$ cat src/hdl/sbf_pkg.sv
// Purpose: Shared constants and types for the serial baud/frame slice
// Assumes: 8-bit register port, one bus clock
// Notes:   Offsets are the register port addresses
package sbf_pkg;

    // ********
    // Widths
    // ********
    localparam int ADDR_W = 8;
    localparam int DATA_W = 8;
    localparam int DIV_W  = 13;
    localparam int DIVH_W = 5;
    localparam int CHAR_W = 9;
    localparam int SUB_W  = 4;
    localparam int CNT_W  = 4;

    // ********
    // Register map and reset values
    // ********
    localparam logic [ADDR_W-1:0] OFS_BAUD_HI    = 8'h40;
    localparam logic [ADDR_W-1:0] OFS_BAUD_LO    = 8'h41;
    localparam logic [ADDR_W-1:0] OFS_FRAME_CTRL = 8'h42;

    localparam logic [DATA_W-1:0] RST_BAUD_HI    = 8'h00;
    localparam logic [DATA_W-1:0] RST_BAUD_LO    = 8'h04;
    localparam logic [DATA_W-1:0] RST_FRAME_CTRL = 8'h00;
    localparam logic [DATA_W-1:0] RD_NONE        = 8'h00;

    // ********
    // Field positions
    // ********
    localparam int HI_BRK_IE  = 7;
    localparam int HI_EDGE_IE = 6;
    localparam int HI_DIV_MSB = 4;
    localparam int C1_LOOP    = 7;
    localparam int C1_RX_SOURCE_SELECT    = 5;
    localparam int C1_M       = 4;
    localparam int C1_ILT     = 2;
    localparam int C1_PE      = 1;
    localparam int C1_PT      = 0;

    // Bits 6 and 3 belong to fields outside this slice and read as zero
    localparam logic [DATA_W-1:0] C1_WR_MASK = 8'hB7;

    // ********
    // Timing
    // ********
    localparam logic [SUB_W-1:0] OVS_LAST  = 4'hF;
    localparam logic [SUB_W-1:0] OVS_MID   = 4'h7;
    localparam logic [CNT_W-1:0] LEN_8     = 4'h8;
    localparam logic [CNT_W-1:0] LEN_9     = 4'h9;
    localparam logic [CNT_W-1:0] IDLE_8    = 4'hA;
    localparam logic [CNT_W-1:0] IDLE_9    = 4'hB;
    localparam logic [DIV_W-1:0] DIV_ZERO  = 13'h0000;
    localparam logic [DIV_W-1:0] DIV_ONE   = 13'h0001;

    // ********
    // State types
    // ********
    typedef enum logic [3:0] {
        TX_IDLE  = 4'h1,
        TX_START = 4'h2,
        TX_DATA  = 4'h4,
        TX_STOP  = 4'h8
    } sbf_tx_state_t;

    typedef enum logic [3:0] {
        RX_IDLE  = 4'h1,
        RX_START = 4'h2,
        RX_DATA  = 4'h4,
        RX_STOP  = 4'h8
    } sbf_rx_state_t;

endpackage

$ cat src/hdl/sbf_baud_gen.sv
// Purpose: Divide the bus clock by the baud divisor into 16x ticks
// Assumes: Divisor stable or changed between ticks
// Notes:   Counter is held at zero while not running
`timescale 1ns/1ps
`default_nettype none
module sbf_baud_gen
    import sbf_pkg::*;
(
    input  wire logic                     i_clk,
    input  wire logic                     i_rst,
    input  wire logic                     i_run,
    input  wire logic [sbf_pkg::DIV_W-1:0] i_divisor,
    output logic                          o_tick
);
    logic [DIV_W-1:0] cnt_reg;
    logic [DIV_W-1:0] cnt_next;
    logic             tick_next;

    always_comb begin
        cnt_next  = cnt_reg;
        tick_next = 1'b0;
        if (!i_run) begin
            cnt_next = DIV_ZERO;
        end else if (cnt_reg >= i_divisor - DIV_ONE) begin
            cnt_next  = DIV_ZERO;
            tick_next = 1'b1;
        end else begin
            cnt_next = cnt_reg + DIV_ONE;
        end
    end

    always_ff @(posedge i_clk) begin
        if (i_rst) begin
            cnt_reg <= DIV_ZERO;
            o_tick  <= 1'b0;
        end else begin
            cnt_reg <= cnt_next;
            o_tick  <= tick_next;
        end
    end
endmodule
`default_nettype wire

$ cat src/hdl/sbf_top.sv
// Purpose: Baud, frame and routing configuration of a serial port
// Assumes: Register port and pins synchronous to I_CLK
// Notes:   Registers read one cycle after the read strobe
`timescale 1ns/1ps
`default_nettype none
module sbf_top
    import sbf_pkg::*;
(
    input  wire logic                       I_CLK,
    input  wire logic                       I_RST,
    input  wire logic [sbf_pkg::ADDR_W-1:0] I_ADDR,
    input  wire logic [sbf_pkg::DATA_W-1:0] I_WDATA,
    input  wire logic                       I_WR,
    input  wire logic                       I_RD,
    output logic      [sbf_pkg::DATA_W-1:0] O_RDATA,
    input  wire logic                       I_TX_ON,
    input  wire logic                       I_RX_ON,
    input  wire logic                       I_TX_DIR,
    input  wire logic                       I_BRK_FLAG,
    input  wire logic                       I_EDGE_FLAG,
    output logic                            O_IRQ,
    input  wire logic                       I_RXD,
    input  wire logic                       I_TXD,
    output logic                            O_TXD,
    output logic                            O_TXD_OE,
    input  wire logic [sbf_pkg::CHAR_W-1:0] I_TX_DATA,
    input  wire logic                       I_TX_VALID,
    output logic                            O_TX_READY,
    output logic      [sbf_pkg::CHAR_W-1:0] O_RX_DATA,
    output logic                            O_RX_VALID,
    output logic                            O_PARITY_ERR,
    output logic                            O_FRAME_ERR,
    output logic                            O_IDLE
);

    // ****************************************
    // Helpers
    // ****************************************
    function automatic logic [CNT_W-1:0] sbf_char_len(input logic nine);
        return nine ? LEN_9 : LEN_8;
    endfunction

    function automatic logic [CHAR_W-1:0] sbf_add_parity(
        input logic [CHAR_W-1:0] d,
        input logic              nine,
        input logic              pe,
        input logic              odd
    );
        logic [CHAR_W-1:0] r;
        r = d;
        if (pe && nine) begin
            r[8] = (^d[7:0]) ^ odd;
        end else if (pe) begin
            r[7] = (^d[6:0]) ^ odd;
        end
        return r;
    endfunction

    // ****************************************
    // Registers
    // ****************************************
    logic [1:0]        irq_en_reg;
    logic [1:0]        irq_en_next;
    logic [DIVH_W-1:0] div_hi_buf_reg;
    logic [DIVH_W-1:0] div_hi_buf_next;
    logic [DIVH_W-1:0] div_hi_reg;
    logic [DIVH_W-1:0] div_hi_next;
    logic [DATA_W-1:0] div_lo_reg;
    logic [DATA_W-1:0] div_lo_next;
    logic [DATA_W-1:0] ctrl1_reg;
    logic [DATA_W-1:0] ctrl1_next;
    logic [DATA_W-1:0] rdata_next;
    logic              started_reg;
    logic              started_next;
    logic              irq_next;
    logic [DIV_W-1:0]  baud_divisor;
    logic              loop_sel;
    logic              rx_source_select_sel;
    logic              nine_bit;
    logic              tick16;

    assign baud_divisor = {div_hi_reg, div_lo_reg};
    assign loop_sel     = ctrl1_reg[C1_LOOP];
    assign rx_source_select_sel     = ctrl1_reg[C1_RX_SOURCE_SELECT];
    assign nine_bit     = ctrl1_reg[C1_M];

    always_comb begin
        irq_en_next     = irq_en_reg;
        div_hi_buf_next = div_hi_buf_reg;
        div_hi_next     = div_hi_reg;
        div_lo_next     = div_lo_reg;
        ctrl1_next      = ctrl1_reg;
        rdata_next      = RD_NONE;
        if (I_WR && I_ADDR == OFS_BAUD_HI) begin
            irq_en_next     = {I_WDATA[HI_BRK_IE], I_WDATA[HI_EDGE_IE]};
            div_hi_buf_next = I_WDATA[HI_DIV_MSB:0];
        end
        if (I_WR && I_ADDR == OFS_BAUD_LO) begin
            div_hi_next = div_hi_buf_reg;
            div_lo_next = I_WDATA;
        end
        if (I_WR && I_ADDR == OFS_FRAME_CTRL) begin
            ctrl1_next = I_WDATA & C1_WR_MASK;
        end
        if (I_RD) begin
            unique case (I_ADDR)
                OFS_BAUD_HI:
                    rdata_next = {irq_en_reg, 1'b0, div_hi_buf_reg};
                OFS_BAUD_LO:    rdata_next = div_lo_reg;
                OFS_FRAME_CTRL: rdata_next = ctrl1_reg;
                default:        rdata_next = RD_NONE;
            endcase
        end
        // Latches on first enable; the non-zero reset divisor must not run
        started_next = started_reg | I_TX_ON | I_RX_ON;
        irq_next = (I_BRK_FLAG & irq_en_reg[1])
                 | (I_EDGE_FLAG & irq_en_reg[0]);
    end

    always_ff @(posedge I_CLK) begin
        if (I_RST) begin
            irq_en_reg     <= {RST_BAUD_HI[HI_BRK_IE], RST_BAUD_HI[HI_EDGE_IE]};
            div_hi_buf_reg <= RST_BAUD_HI[HI_DIV_MSB:0];
            div_hi_reg     <= RST_BAUD_HI[HI_DIV_MSB:0];
            div_lo_reg     <= RST_BAUD_LO;
            ctrl1_reg      <= RST_FRAME_CTRL;
            O_RDATA        <= RD_NONE;
            started_reg    <= 1'b0;
            O_IRQ          <= 1'b0;
        end else begin
            irq_en_reg     <= irq_en_next;
            div_hi_buf_reg <= div_hi_buf_next;
            div_hi_reg     <= div_hi_next;
            div_lo_reg     <= div_lo_next;
            ctrl1_reg      <= ctrl1_next;
            O_RDATA        <= rdata_next;
            started_reg    <= started_next;
            O_IRQ          <= irq_next;
        end
    end

    // ****************************************
    // Baud generator
    // ****************************************
    sbf_baud_gen u_baud (
        .i_clk     (I_CLK),
        .i_rst     (I_RST),
        .i_run     (started_reg && baud_divisor != DIV_ZERO),
        .i_divisor (baud_divisor),
        .o_tick    (tick16)
    );

    // ****************************************
    // Transmitter
    // ****************************************
    sbf_tx_state_t     tx_state_reg;
    sbf_tx_state_t     tx_state_next;
    logic [CHAR_W-1:0] tx_shift_reg;
    logic [CHAR_W-1:0] tx_shift_next;
    logic [SUB_W-1:0]  tx_sub_reg;
    logic [SUB_W-1:0]  tx_sub_next;
    logic [CNT_W-1:0]  tx_cnt_reg;
    logic [CNT_W-1:0]  tx_cnt_next;
    logic              tx_line_next;
    logic              tx_oe_next;
    logic              tx_bit_end;

    assign tx_bit_end = tick16 && tx_sub_reg == OVS_LAST;

    always_comb begin
        tx_state_next = tx_state_reg;
        tx_shift_next = tx_shift_reg;
        tx_cnt_next   = tx_cnt_reg;
        tx_sub_next   = tick16 ? tx_sub_reg + 4'h1 : tx_sub_reg;
        unique case (tx_state_reg)
            TX_IDLE: begin
                tx_sub_next = 4'h0;
                if (I_TX_ON && I_TX_VALID) begin
                    tx_state_next = TX_START;
                    tx_shift_next = sbf_add_parity(I_TX_DATA, nine_bit,
                        ctrl1_reg[C1_PE], ctrl1_reg[C1_PT]);
                end
            end
            TX_START: begin
                if (tx_bit_end) begin
                    tx_state_next = TX_DATA;
                    tx_cnt_next   = 4'h0;
                end
            end
            TX_DATA: begin
                if (tx_bit_end) begin
                    tx_shift_next = {1'b1, tx_shift_reg[CHAR_W-1:1]};
                    tx_cnt_next   = tx_cnt_reg + 4'h1;
                    if (tx_cnt_reg == sbf_char_len(nine_bit) - 4'h1) begin
                        tx_state_next = TX_STOP;
                    end
                end
            end
            TX_STOP: begin
                if (tx_bit_end) begin
                    tx_state_next = TX_IDLE;
                end
            end
        endcase
        unique case (tx_state_next)
            TX_START: tx_line_next = 1'b0;
            TX_DATA:  tx_line_next = tx_shift_next[0];
            default:  tx_line_next = 1'b1;
        endcase
        // Single wire: direction input decides who owns the shared line
        tx_oe_next = I_TX_ON && (!(loop_sel && rx_source_select_sel) || I_TX_DIR);
    end

    always_ff @(posedge I_CLK) begin
        if (I_RST) begin
            tx_state_reg <= TX_IDLE;
            tx_shift_reg <= 9'h1FF;
            tx_sub_reg   <= 4'h0;
            tx_cnt_reg   <= 4'h0;
            O_TXD        <= 1'b1;
            O_TXD_OE     <= 1'b0;
            O_TX_READY   <= 1'b0;
        end else begin
            tx_state_reg <= tx_state_next;
            tx_shift_reg <= tx_shift_next;
            tx_sub_reg   <= tx_sub_next;
            tx_cnt_reg   <= tx_cnt_next;
            O_TXD        <= tx_line_next;
            O_TXD_OE     <= tx_oe_next;
            O_TX_READY   <= I_TX_ON && tx_state_next == TX_IDLE;
        end
    end

    // ****************************************
    // Receiver
    // ****************************************
    sbf_rx_state_t     rx_state_reg;
    sbf_rx_state_t     rx_state_next;
    logic [CHAR_W-1:0] rx_shift_reg;
    logic [CHAR_W-1:0] rx_shift_next;
    logic [SUB_W-1:0]  rx_sub_reg;
    logic [SUB_W-1:0]  rx_sub_next;
    logic [CNT_W-1:0]  rx_cnt_reg;
    logic [CNT_W-1:0]  rx_cnt_next;
    logic [CHAR_W-1:0] rx_data_next;
    logic [CHAR_W-1:0] rx_word;
    logic              rx_prev_reg;
    logic              rx_in;
    logic              rx_valid_next;
    logic              par_err_next;
    logic              frm_err_next;
    logic              rx_mid;
    logic              rx_start_seen;

    always_comb begin
        if (!loop_sel) begin
            rx_in = I_RXD;
        end else if (rx_source_select_sel) begin
            rx_in = I_TXD;
        end else begin
            rx_in = O_TXD;
        end
    end

    assign rx_mid        = tick16 && rx_sub_reg == OVS_MID;
    assign rx_start_seen = I_RX_ON && rx_state_reg == RX_IDLE
                           && rx_prev_reg && !rx_in;
    assign rx_word       = nine_bit ? rx_shift_reg
                                    : {1'b0, rx_shift_reg[CHAR_W-1:1]};

    always_comb begin
        rx_state_next = rx_state_reg;
        rx_shift_next = rx_shift_reg;
        rx_cnt_next   = rx_cnt_reg;
        rx_data_next  = O_RX_DATA;
        rx_valid_next = 1'b0;
        par_err_next  = O_PARITY_ERR;
        frm_err_next  = O_FRAME_ERR;
        rx_sub_next   = tick16 ? rx_sub_reg + 4'h1 : rx_sub_reg;
        unique case (rx_state_reg)
            RX_IDLE: begin
                rx_sub_next = 4'h0;
                if (rx_start_seen) begin
                    rx_state_next = RX_START;
                end
            end
            RX_START: begin
                if (rx_mid && rx_in) begin
                    rx_state_next = RX_IDLE; // False start
                end else if (tick16 && rx_sub_reg == OVS_LAST) begin
                    rx_state_next = RX_DATA;
                    rx_cnt_next   = 4'h0;
                end
            end
            RX_DATA: begin
                if (rx_mid) begin
                    rx_shift_next = {rx_in, rx_shift_reg[CHAR_W-1:1]};
                end
                if (tick16 && rx_sub_reg == OVS_LAST) begin
                    rx_cnt_next = rx_cnt_reg + 4'h1;
                    if (rx_cnt_reg == sbf_char_len(nine_bit) - 4'h1) begin
                        rx_state_next = RX_STOP;
                    end
                end
            end
            RX_STOP: begin
                if (rx_mid) begin
                    // Leave at mid stop so a back-to-back start edge is seen
                    rx_state_next = RX_IDLE;
                    rx_data_next  = rx_word;
                    rx_valid_next = 1'b1;
                    frm_err_next  = !rx_in;
                    par_err_next  = ctrl1_reg[C1_PE]
                                    && ((^rx_word) ^ ctrl1_reg[C1_PT]);
                end
            end
        endcase
        if (!I_RX_ON) begin
            rx_state_next = RX_IDLE;
        end
    end

    always_ff @(posedge I_CLK) begin
        if (I_RST) begin
            rx_state_reg <= RX_IDLE;
            rx_shift_reg <= 9'h000;
            rx_sub_reg   <= 4'h0;
            rx_cnt_reg   <= 4'h0;
            rx_prev_reg  <= 1'b1;
            O_RX_DATA    <= 9'h000;
            O_RX_VALID   <= 1'b0;
            O_PARITY_ERR <= 1'b0;
            O_FRAME_ERR  <= 1'b0;
        end else begin
            rx_state_reg <= rx_state_next;
            rx_shift_reg <= rx_shift_next;
            rx_sub_reg   <= rx_sub_next;
            rx_cnt_reg   <= rx_cnt_next;
            rx_prev_reg  <= rx_in;
            O_RX_DATA    <= rx_data_next;
            O_RX_VALID   <= rx_valid_next;
            O_PARITY_ERR <= par_err_next;
            O_FRAME_ERR  <= frm_err_next;
        end
    end

    // ****************************************
    // Idle-line detection
    // ****************************************
    logic [SUB_W-1:0] idle_sub_reg;
    logic [SUB_W-1:0] idle_sub_next;
    logic [CNT_W-1:0] idle_cnt_reg;
    logic [CNT_W-1:0] idle_cnt_next;
    logic [CNT_W-1:0] idle_target;
    logic             idle_next;

    assign idle_target = nine_bit ? IDLE_9 : IDLE_8;

    always_comb begin
        idle_sub_next = tick16 ? idle_sub_reg + 4'h1 : idle_sub_reg;
        idle_cnt_next = idle_cnt_reg;
        idle_next     = O_IDLE;
        if (tick16 && idle_sub_reg == OVS_LAST && rx_in
            && idle_cnt_reg != idle_target) begin
            idle_cnt_next = idle_cnt_reg + 4'h1;
        end
        // Stop-bit mode clears the count while a character is in flight
        if (!rx_in || rx_start_seen || !I_RX_ON
            || (ctrl1_reg[C1_ILT] && rx_state_reg != RX_IDLE)) begin
            idle_cnt_next = 4'h0;
        end
        if (rx_start_seen || !I_RX_ON) begin
            idle_sub_next = 4'h0;
            idle_next     = 1'b0;
        end else if (idle_cnt_reg == idle_target) begin
            idle_next = 1'b1;
        end
    end

    always_ff @(posedge I_CLK) begin
        if (I_RST) begin
            idle_sub_reg <= 4'h0;
            idle_cnt_reg <= 4'h0;
            O_IDLE       <= 1'b0;
        end else begin
            idle_sub_reg <= idle_sub_next;
            idle_cnt_reg <= idle_cnt_next;
            O_IDLE       <= idle_next;
        end
    end

endmodule
`default_nettype wire

$ cat config.mk
export PLATFORM = sky130hd
export DESIGN_NAME = sbf_top
export DESIGN_NICKNAME = d
export VERILOG_FILES = /design/src/hdl/sbf_pkg.sv /design/src/hdl/sbf_baud_gen.sv /design/src/hdl/sbf_top.sv
export SDC_FILE = /design/constraint.sdc
export NUM_CORES = 1
export LEC_CHECK = 0
export BUFFER_PORTS_ARGS = -buffer_cell sky130_fd_sc_hd__buf_4
export CORE_ASPECT_RATIO = 0.7
export CORE_MARGIN = 5
export CORE_UTILIZATION = 60
export DETAILED_ROUTE_END_ITERATION = 16
export PLACE_DENSITY = 0.88
export SYNTH_ARGS = -nofsm -noshare
export SYNTH_HDL_FRONTEND = slang
export SYNTH_SLANG_ARGS = --single-unit
export TNS_END_PERCENT = 20
$ cat constraint.sdc
create_clock -name I_CLK -period 7.5 [get_ports I_CLK]
set_input_delay 0.75 -clock I_CLK [delete_from_list [all_inputs] [get_ports I_CLK]]
set_output_delay 0.75 -clock I_CLK [all_outputs]
set_load 0.01 [all_outputs]
Yosys cells after proc, flatten, opt, wreduce, memory -nomap -nowiden
Index checks and enable logic that the tools add are counted.
- flip-flop bits (word level): 117
- word-level logic and storage cells: 171
- output and inout bits: 25
- input bits: 37
- mux-type cells: 35
- bitwise logic cells: 12
- add/subtract/negate cells: 9
- magnitude comparators: 1
- reductions and logical operators: 51
- equality and inequality tests: 33
- operator list (kind ; count):
    4-bit 2-to-1 mux ; 16
    4-bit one-hot mux with 4 select lines ; 2
    9-bit 2-to-1 mux ; 3
    4-bit by 1-bit adder with 4-bit output (second input constant) ; 6
    8-bit by 7-bit equality test with 1-bit output (second input constant) ; 3
    8-bit one-hot mux with 3 select lines ; 1
    1-bit logical AND ; 21
    4-bit equality test (second input constant) ; 5
    2-bit inequality test (second input constant) ; 9
    9-bit one-hot mux with 2 select lines ; 1
    4-bit by 3-bit equality test with 1-bit output (second input constant) ; 4
    4-bit one-hot mux with 2 select lines ; 2
    2-bit OR reduction ; 8
    13-bit by 1-bit adder with 13-bit output (second input constant) ; 1
    13-bit >= comparator ; 1
    13-bit nonzero test ; 1
    13-bit by 1-bit subtractor with 13-bit output (second input constant) ; 1
    4-bit by 1-bit equality test with 1-bit output (second input constant) ; 3
    4-bit by 2-bit equality test with 1-bit output (second input constant) ; 3
    4-bit equality test ; 3
    1-bit 2-to-1 mux ; 9
    9-bit XOR reduction ; 1
    8-bit XOR reduction ; 1
    7-bit XOR reduction ; 1
    17 further kinds ; 35

Logic depth before layout (Yosys ltp)
Gate-level depths: netlist of run 1.
- depth in word-level cells: 8
- depth in mapped cells: 12

Cells and area by module
Synthesis of run 1 repeated with hierarchy kept, for this count alone.
- cells, all modules: 647
- area total of the unflattened synthesis: 5805.6 um2
- by module, submodules not included (module ; area each (um2) ; cells an instance ; instances):
    sbf_top ; 4630.7 ; 520 ; 1
    sbf_baud_gen ; 1174.9 ; 127 ; 1

Worst setup path after synthesis of run 1
OpenSTA, ideal clock, no wires.
- path type: reg-to-reg
- start point: register div_lo_reg[6]
- end point: register u_baud.cnt_reg[10]
- period minus slack after synthesis: 2655 ps
- path buffers: 2
- path slack: 4845 ps
- stages on the path, launching flop included: 11
- arrival: 2514 ps
- cells stage by stage: dfxtp_1 -> buf_6 -> or4_4 -> nor3_2 -> nand3_1 -> xor2_1 -> ha_1 -> and4_1 -> o31a_1 -> buf_1 -> nor3_2
- word-level cells in the longest chain between the ends: 4
- elaborated cells between the ends (all ways): 6
- RTL lines (item ; RTL line ; RTL):
    start: declaration ; sbf_top.sv:68 ; logic [DATA_W-1:0] div_lo_reg;
    start signal: assignment ; sbf_top.sv:134 ; div_lo_reg <= div_lo_next;
    parallel branches: the longest is 3 deep, another holds 13-bit by 1-bit subtractor with 13-bit output ; -- ;
    3-bit OR reduction (no source line) * ; -- ;
    end signal: assignment ; sbf_baud_gen.sv:37 ; cnt_reg <= cnt_next;
    end: declaration ; sbf_baud_gen.sv:15 ; logic [DIV_W-1:0] cnt_reg;
Every way passes the cells marked *.
A chain may end at the register's enable or synchronous reset.

Worst setup path in the final report of run 1
- start point: register div_lo_reg[2]
- end point: register u_baud.cnt_reg[1]
Same word-level chain as after synthesis.

==> summary by stage, run 1 <==
CTS
The clock tree root buffer cell is sky130_fd_sc_hd__clkbuf_16. Counting the buffers created by CTS gives 17. After clock tree synthesis, the setup repair step added 0 buffers. The H-tree generated during clock tree synthesis spans 4 levels. Clock latency on the worst-skew pair, taken at its later pin, is slightly above 400 ps. The tree built by TritonCTS fans out to 117 sinks. The clock input transition at the sequential cells of the worst setup and hold paths is ~50 ps. The post-cts sizing count is 0. The longest clock path from root to sink contains 2 buffers.

The count of hold buffers inserted by post-cts repair is 0. The TritonCTS clock tree is built.

Floorplan
The die width is 127.4 µm. The floorplan has 30 rows. The die area is 0.01175 mm².

The starting density of the core is between 60% and 70%. The region available for standard cell placement spans between 0.009 and 0.01 mm². The vertical die dimension is a little over 90 µm. Pin placement for this block handled 62 I/O pins.

Timing
The final number of hold-violating endpoints is 0. Setup violations remaining at the end of the flow were counted as 0. The final count of pins violating max slew came to 0. The total negative slack for setup checks is 0 ps. Of the available clock period, the critical path in the final layout requires approximately 43%. Derived from the worst setup path, the maximum achievable clock frequency is about 300 MHz. The final worst clock skew is approximately 9.8 ps. The remaining max-slew budget at the tightest pin is about 48%. Counting I/O delays and the setup requirement, the final critical path takes 3260 ps. For the pin with the worst max-slew slack, the measured transition is a little under 800 ps. Setup repair after global routing left no endpoint under its margin.

Routing
The via count of the routed design is 5062. The count of antenna-violating nets left after detailed routing is 0. The final routed wirelength across all metal layers is ~14000 µm.

The routed via count divided by cell count is 6.084. The first-pass iteration count of the detailed router is 5. Dividing the detail-routed wire length by the instance count gives about 17 µm. For this run, design rule violations remaining after detail routing come to 0. After the first detailed-routing iteration, the DRC count stood at 510.

Yosys
After synthesis, the netlist uses 74 different library cells. Of all flip-flops after synthesis, the portion carrying an async set or reset was 0%. Yosys mapped a number of flops with a built-in enable equal to 0.

Among all flip-flop cells after synthesis, the most frequent one is sky130_fd_sc_hd__dfxtp_1. When the netlist entered floorplanning its net count stood at 699. The cell area after synthesis is slightly below 0.006 mm².

The average instance in the mapped netlist occupies approximately 9 µm². In this run, synthesis produced a sequential element count of between 100 and 150. The Yosys step of the flow raised 0 warnings. After technology mapping, the gate count stands at 640. The fraction of the yosys area taken by sequential cells is roughly two fifths.

Final layout
The top cell types in the final layout, fill and taps aside, are sky130_fd_sc_hd__dfxtp_1, sky130_fd_sc_hd__nor2_1, sky130_fd_sc_hd__buf_4. The sequential cell area is around 0.0023 mm². The number of flip-flops under the largest register name is 13. The final non-filler cell total is about 830. The multi-input combinational cells in the finished layout cover a total of between 0.003 and 0.004 mm². From synthesis to final layout, the design area changed by 19.81%.

The net count reported at finish is 751. The library cell used most frequently in the layout, excluding fill and tap cells, is sky130_fd_sc_hd__dfxtp_1. The number of diodes is 0. The fraction of final layout cells with drive strength greater than 1 is about 17%.

The number of fill cells in the layout is 670.

Place
Detailed placement finished with a half-perimeter wire length of just under 10000 µm. The count of input and output buffers is a little over 60. Counting tap cells, the placed design contains a total of about 800 instances.

Routability-driven placement finished with a final weighted congestion of approximately 0.86.

Power
Dividing total power by cell area gives a power density of 235.3 mW/mm². The worst-case IR drop observed on VDD is around 0.00015 V. The analysis attributes to cell leakage a power of approximately 2.8 nW.

Setup path
By instance count, the cell type seen most on the critical path is sky130_fd_sc_hd__a21o_1. The number of buffers and inverters on the critical path is 0. Traced cell by cell, the critical path runs through nor4_2 -> nand2_1 -> nor4_1 -> xnor2_1 -> ha_1 -> a21o_1 -> a21o_1 -> a211oi_1 -> nand4_2 -> nor3b_1. Broken down by cell family, the worst path's largest delay share belongs to simple AND/OR/NAND/NOR gates.

The critical path is of the register to register type. STA puts the critical path data required time at 7820 ps. The largest single stage delay on the critical path is 530 ps.

Data on the critical path arrives at its endpoint at roughly 3600 ps. STA classifies the critical path startpoint as a register. On the critical path, the stage with the largest delay is an instance of sky130_fd_sc_hd__nor4_2. In this run the worst path has a maximum fanout of 13. The endpoint type of the worst setup path is a register.

Global route
The total routing usage reported by global routing is 24.77%. The number of antenna violations at the first check in global routing is 0. For this run the aggregate overflow at the end of global routing stands at 0. The number of global-route vias before repair was 4783. The maximum number of pins on one net before global-route repair is 72. The wire length of the first global-routing pass is approximately 23000 µm.

Job
The count of max-cap constraint violations is 0.

Hold path
The kind of path behind the tightest hold check is register to register.

Status
The run finished with clean final reports.
## worst min-delay path: cells and delay by family, from the launching register on
kind | cells | cell delay, ps
flip-flops | 1 | 310
AND/OR/NAND/NOR | 2 | 90
## final cells by class
cell class / instances / area share, %
Clock buffer: 21 / 6.780
Clock inverter: 10 / 2.885
Multi-Input combinational cell: 487 / 47.19
Timing Repair Buffer: 62 / 6.708
Tap cell: 128 / 2.308
Sequential cell: 117 / 33.75
Inverter: 7 / 0.3787
## cells in the mapped netlist (14+ instances only)
library cell               instances  share of area, %
sky130_fd_sc_hd__dfxtp_1         117                40
sky130_fd_sc_hd__nor2_1           77               5.0
sky130_fd_sc_hd__nand2_1          61               4.0
sky130_fd_sc_hd__mux2i_1          40               6.9
sky130_fd_sc_hd__a21oi_1          36               3.1
sky130_fd_sc_hd__xnor2_1          27               4.1
sky130_fd_sc_hd__nand3_1          24               2.1
sky130_fd_sc_hd__xor2_1           23               3.5
sky130_fd_sc_hd__ha_1             22               4.8
sky130_fd_sc_hd__clkbuf_1         16               1.0
sky130_fd_sc_hd__o21ai_0          15               1.3
sky130_fd_sc_hd__nor3_1           14               1.2
## worst paths after layout
path                       end  slack [ps]  cells after the start       startpoint
max          u_baud.cnt_reg[1]        4240                     10    div_lo_reg[2]
min            tx_shift_reg[4]         440                      2  tx_shift_reg[4]
max reg2reg  u_baud.cnt_reg[1]        4240                     10    div_lo_reg[2]
min reg2reg    tx_shift_reg[4]         440                      2  tx_shift_reg[4]
## metal layers
layer	vias up	track usage (%)	wire length (µm)
met1	2398	32.60	6421
li1	2396	-	-
met2	235	39.54	6526
met4	0	9.286	270
met3	33	5.879	1072
met5	-	0	0
## cells by family (layout without fill, tap and decap cells)
group / count (synthesis) / after routing / share of synthesized area [%]
fa+ha+maj: 22 / 22 / 4.753
simple gates: 268 / 268 / 24.67
buf+inv: 36 / 100 / 3.024
mux: 40 / 40 / 6.913
flops: 117 / 117 / 40.44
compound gates: 106 / 106 / 12.25
xor+xnor: 51 / 51 / 7.950
## per-stage QoR
| step | power (W) | hold WS, ps | worst slack [ps] | area (µm²) | utilization [%] |
|---|---|---|---|---|---|
| 2_1_floorplan | 0.0006915 | 422.6 | 4845 | 5792 | - |
| 3_3_place_gp | 0.0007181 | 431.6 | 4520 | 6269 | 65.49 |
| 3_5_place_dp | 0.0007197 | 435.3 | 4390 | 6269 | 65.49 |
| 4_1_cts | 0.001638 | 443.7 | 4294 | 6939 | 72.50 |
| 5_1_grt | 0.001676 | 465.0 | 4030 | 6939 | 72.50 |
| 6_report | 0.001633 | 443.9 | 4240 | 6939 | 72.50 |
## power by group
group	switching [W]	internal, W
clock network	0.000279	0.000645
registers	0.00000657	0.000629
logic	0.0000407	0.0000329
total	0.000326	0.00131
(Power assumes the default switching activity.)
==> run 2: changes to the inputs <==
CORE_UTILIZATION = 59   (was 60)
PLACE_DENSITY = 0.87   (was 0.88)
clock period = 3.42 ns   (was 7.5 ns; I/O delays follow)
==> summary by stage, run 2 (same netlist as run 1, synthesis figures left out) <==
Status
Result of the run: finished, final reports clean (unchanged).

Routing
The via count of the routed design was 4973 (was 5062). The count of antenna-violating nets left after detailed routing is 0 (unchanged). The final routed wirelength across all metal layers is 14390 µm (was 14290 µm). The DRC violation count after routing is 0 (unchanged). The average wire length per cell after detail routing was 17.25 µm (was 17.18 µm).

The first-pass iteration count of the detailed router came to 5 (unchanged). The routed via count divided by cell count was 5.963 (was 6.084). The count of routing violations after the opening detailed-route iteration is 590 (was 510).

Hold path
The kind of path behind the tightest hold check is input port to register (was register to register). The worst hold path cell count is 2 (unchanged). The hold path startpoint is I_TX_DIR (was tx_shift_reg[4]). The endpoint with the worst hold slack is O_TXD_OE (was tx_shift_reg[4]).

Timing
The final count of pins violating max slew was 0 (unchanged). The slew at the pin with the worst max-slew slack is 959.2 ps (was 781.4 ps). The period utilization is 91.82% (was 43.47%). The remaining max-slew budget at the tightest pin is 35.96% (was 47.80%). The final number of hold-violating endpoints is 0 (unchanged).

RSZ-0062 raised after global routing: false (unchanged). The final worst clock skew is 9.795 ps (was 9.821 ps). The final setup violation count is 0 (unchanged). The maximum clock frequency came to 318.5 MHz (was 306.7 MHz).

The minimum period implied by the final worst setup slack is 3140 ps (was 3260 ps). The total negative slack for setup checks came to 0 ps (unchanged).

Place
The count of input and output buffers came to 61 (unchanged). The post-detailed-placement half-perimeter wirelength came to 9818 µm (was 9793 µm). The routability congestion estimate from global placement is 0.8864 (was 0.8631). The area of placed instances came to 0.006276 mm² (was 0.006269 mm²).

Power
The static power due to leakage is 2.834 nW (was 2.849 nW). The maximum ir drop on the vdd rail is 0.0004041 V (was 0.0001478 V). The power per cell area was 509.6 mW/mm² (was 235.3 mW/mm²).

Floorplan
The die width was 128.4 µm (was 127.4 µm). The starting density of the core came to 60.04% (was 60.51%). The I/O pin count is 62 (unchanged). The number of rows created at floorplan was 30 (unchanged).

The die area is 0.01193 mm² (was 0.01175 mm²). The vertical die dimension is 92.90 µm (was 92.20 µm). The standard cell core area is 0.009647 mm² (was 0.009572 mm²).

Setup path
The top fanout value on the critical path is 13 (unchanged). The kind of start point of the critical path is a register (unchanged). The critical register-to-register path endpoint is u_baud.cnt_reg[3] (was u_baud.cnt_reg[1]).

The critical path required time is 3750 ps (was 7820 ps). The launch point of the worst reg-to-reg path is div_lo_reg[2] (unchanged). The critical path arrival was 3470 ps (was 3580 ps).

The path type of the worst setup path is register to register (unchanged). The worst-case register-to-register setup slack was 280 ps (was 4240 ps). The endpoint type of the worst setup path is a register (unchanged).

The number of cells on the worst reg-to-reg path is 10 (unchanged).

Final layout
The growth of design area from synthesis to finish is 20.05% (was 19.81%). The number of flip-flops under the largest register name was 13 (unchanged). The final standard cell area without fillers was 0.006953 mm² (was 0.006939 mm²). Top library cells by usage in the layout, fill and taps aside: sky130_fd_sc_hd__dfxtp_1, sky130_fd_sc_hd__nor2_1, sky130_fd_sc_hd__buf_4 (unchanged). The number of fill cells in the layout is 707 (was 670). The most common library cell in the layout ignoring fill and taps was sky130_fd_sc_hd__dfxtp_1 (unchanged). The number of diodes was 0 (unchanged). The fraction of final layout cells with drive strength greater than 1 is 17.71% (was 17.47%). The net count reported at finish came to 752 (was 751).

Global route
The met1 usage is 31.82% (was 32.60%). The met2 layer usage reported by global route is 37.05% (was 39.54%). The global routing met3 resource utilization is 7.378% (was 5.879%).

The total routing usage reported by global routing is 24.04% (was 24.77%). The maximum number of pins on one net before global-route repair is 72 (unchanged). The busiest metal layer after global routing is met2 (unchanged).

The remaining global-route overflow is 0 (unchanged). The number of global-route vias before repair came to 4747 (was 4783). The number of antenna violations at the first check in global routing is 0 (unchanged). The wire length of the first global-routing pass is 22960 µm (was 23330 µm).

CTS
The clock tree root buffer cell is sky130_fd_sc_hd__clkbuf_16 (unchanged). The clock insertion delay at the later pin of the skew report is 420 ps (was 410 ps). The clock input transition at the sequential cells of the worst setup and hold paths is 60 ps (was 50 ps). The TritonCTS buffer count came to 17 (unchanged). The largest buffer count on any clock path is 2 (unchanged). The number of levels the H-tree was split into is 4 (unchanged). The TritonCTS clock tree is built (unchanged). The count of hold buffers inserted by post-cts repair came to 0 (unchanged).

The number of clock sinks seen by CTS was 117 (unchanged).

Job
The count of max-cap constraint violations came to 0 (unchanged).
[run 2: cell count changes in the layout (fill, tap and decap cells not counted)]
cell and delta:
sky130_fd_sc_hd__clkinv_2 -4, sky130_fd_sc_hd__clkinvlp_4 +4, sky130_fd_sc_hd__clkinv_4 +2, sky130_fd_sc_hd__buf_4 +1, sky130_fd_sc_hd__bufinv_16 -1, sky130_fd_sc_hd__nand4_2 -1, sky130_fd_sc_hd__nand4_4 +1
[run 2: worst max path at each step]
stage	start	endpoint	slack (ps)
floorplan	div_lo_reg[6]	u_baud.cnt_reg[10]	760
global placement	div_lo_reg[2]	u_baud.cnt_reg[1]	450
detailed placement	div_lo_reg[2]	u_baud.cnt_reg[3]	260
CTS	div_lo_reg[2]	u_baud.cnt_reg[3]	210
global route	div_lo_reg[2]	u_baud.cnt_reg[1]	2
finish	div_lo_reg[2]	u_baud.cnt_reg[3]	280
[run 2: per-stage QoR]
step | power, W | utilization [%] | hold slack [ps] | setup slack (ps) | instances
global placement | 0.001573 | 65.06 | 430.0 | 453.8 | 802
detailed placement | 0.001578 | 65.06 | 436.3 | 258.3 | 802
global route | 0.003638 | 72.08 | 168.5 | 2.413 | 834
floorplan | 0.001516 | - | 422.6 | 764.8 | 640
finish | 0.003544 | 72.08 | 172.0 | 279.8 | 834
CTS | 0.003548 | 71.98 | 166.0 | 205.2 | 834
[run 2: what timing repair did]
item | CTS | global route
endpoints found under the setup margin | 0 | 13
resized for setup | 0 | 1
buffers inserted | 0 | 0
[run 2: final cells by class]
class                           count  area [µm²]  share of cell area, %
Multi-Input combinational cell    487        3283                  47.22
Sequential cell                   117        2342                  33.69
Timing Repair Buffer               63       473.0                  6.802
Clock buffer                       21       470.5                  6.766
Clock inverter                     11       197.7                  2.843
Tap cell                          128       160.2                  2.303
Inverter                            7       26.28                 0.3779
[run 2: critical path, cell delays in order, from the launching register on]
cell and delay [ps]:
sky130_fd_sc_hd__dfxtp_1 380, sky130_fd_sc_hd__nor4_2 470, sky130_fd_sc_hd__nand2_1 160, sky130_fd_sc_hd__nor4_1 270, sky130_fd_sc_hd__xnor2_1 130, sky130_fd_sc_hd__ha_1 200, sky130_fd_sc_hd__a21o_1 180, sky130_fd_sc_hd__a21o_1 170
sky130_fd_sc_hd__a211oi_1 520, sky130_fd_sc_hd__nand4_4 330, sky130_fd_sc_hd__nor3_1 260
[run 2: routing by layer]
metal / part of all wire [%] / up-vias / wire (µm)
li1: - / 2382 / -
met1: 45 / 2352 / 6435
met2: 45 / 214 / 6465
met3: 8.5 / 25 / 1221
met4: 1.8 / 0 / 262
met5: 0 / - / 0
[run 2: report_power, final]
group / switching (W) / internal [W] / total [W] / leakage (nW)
Combinational: 0.0000902 / 0.0000724 / 0.000163 / 1.58
Clock: 0.000636 / 0.00135 / 0.00199 / 0.312
Sequential: 0.0000142 / 0.00138 / 0.00139 / 0.946
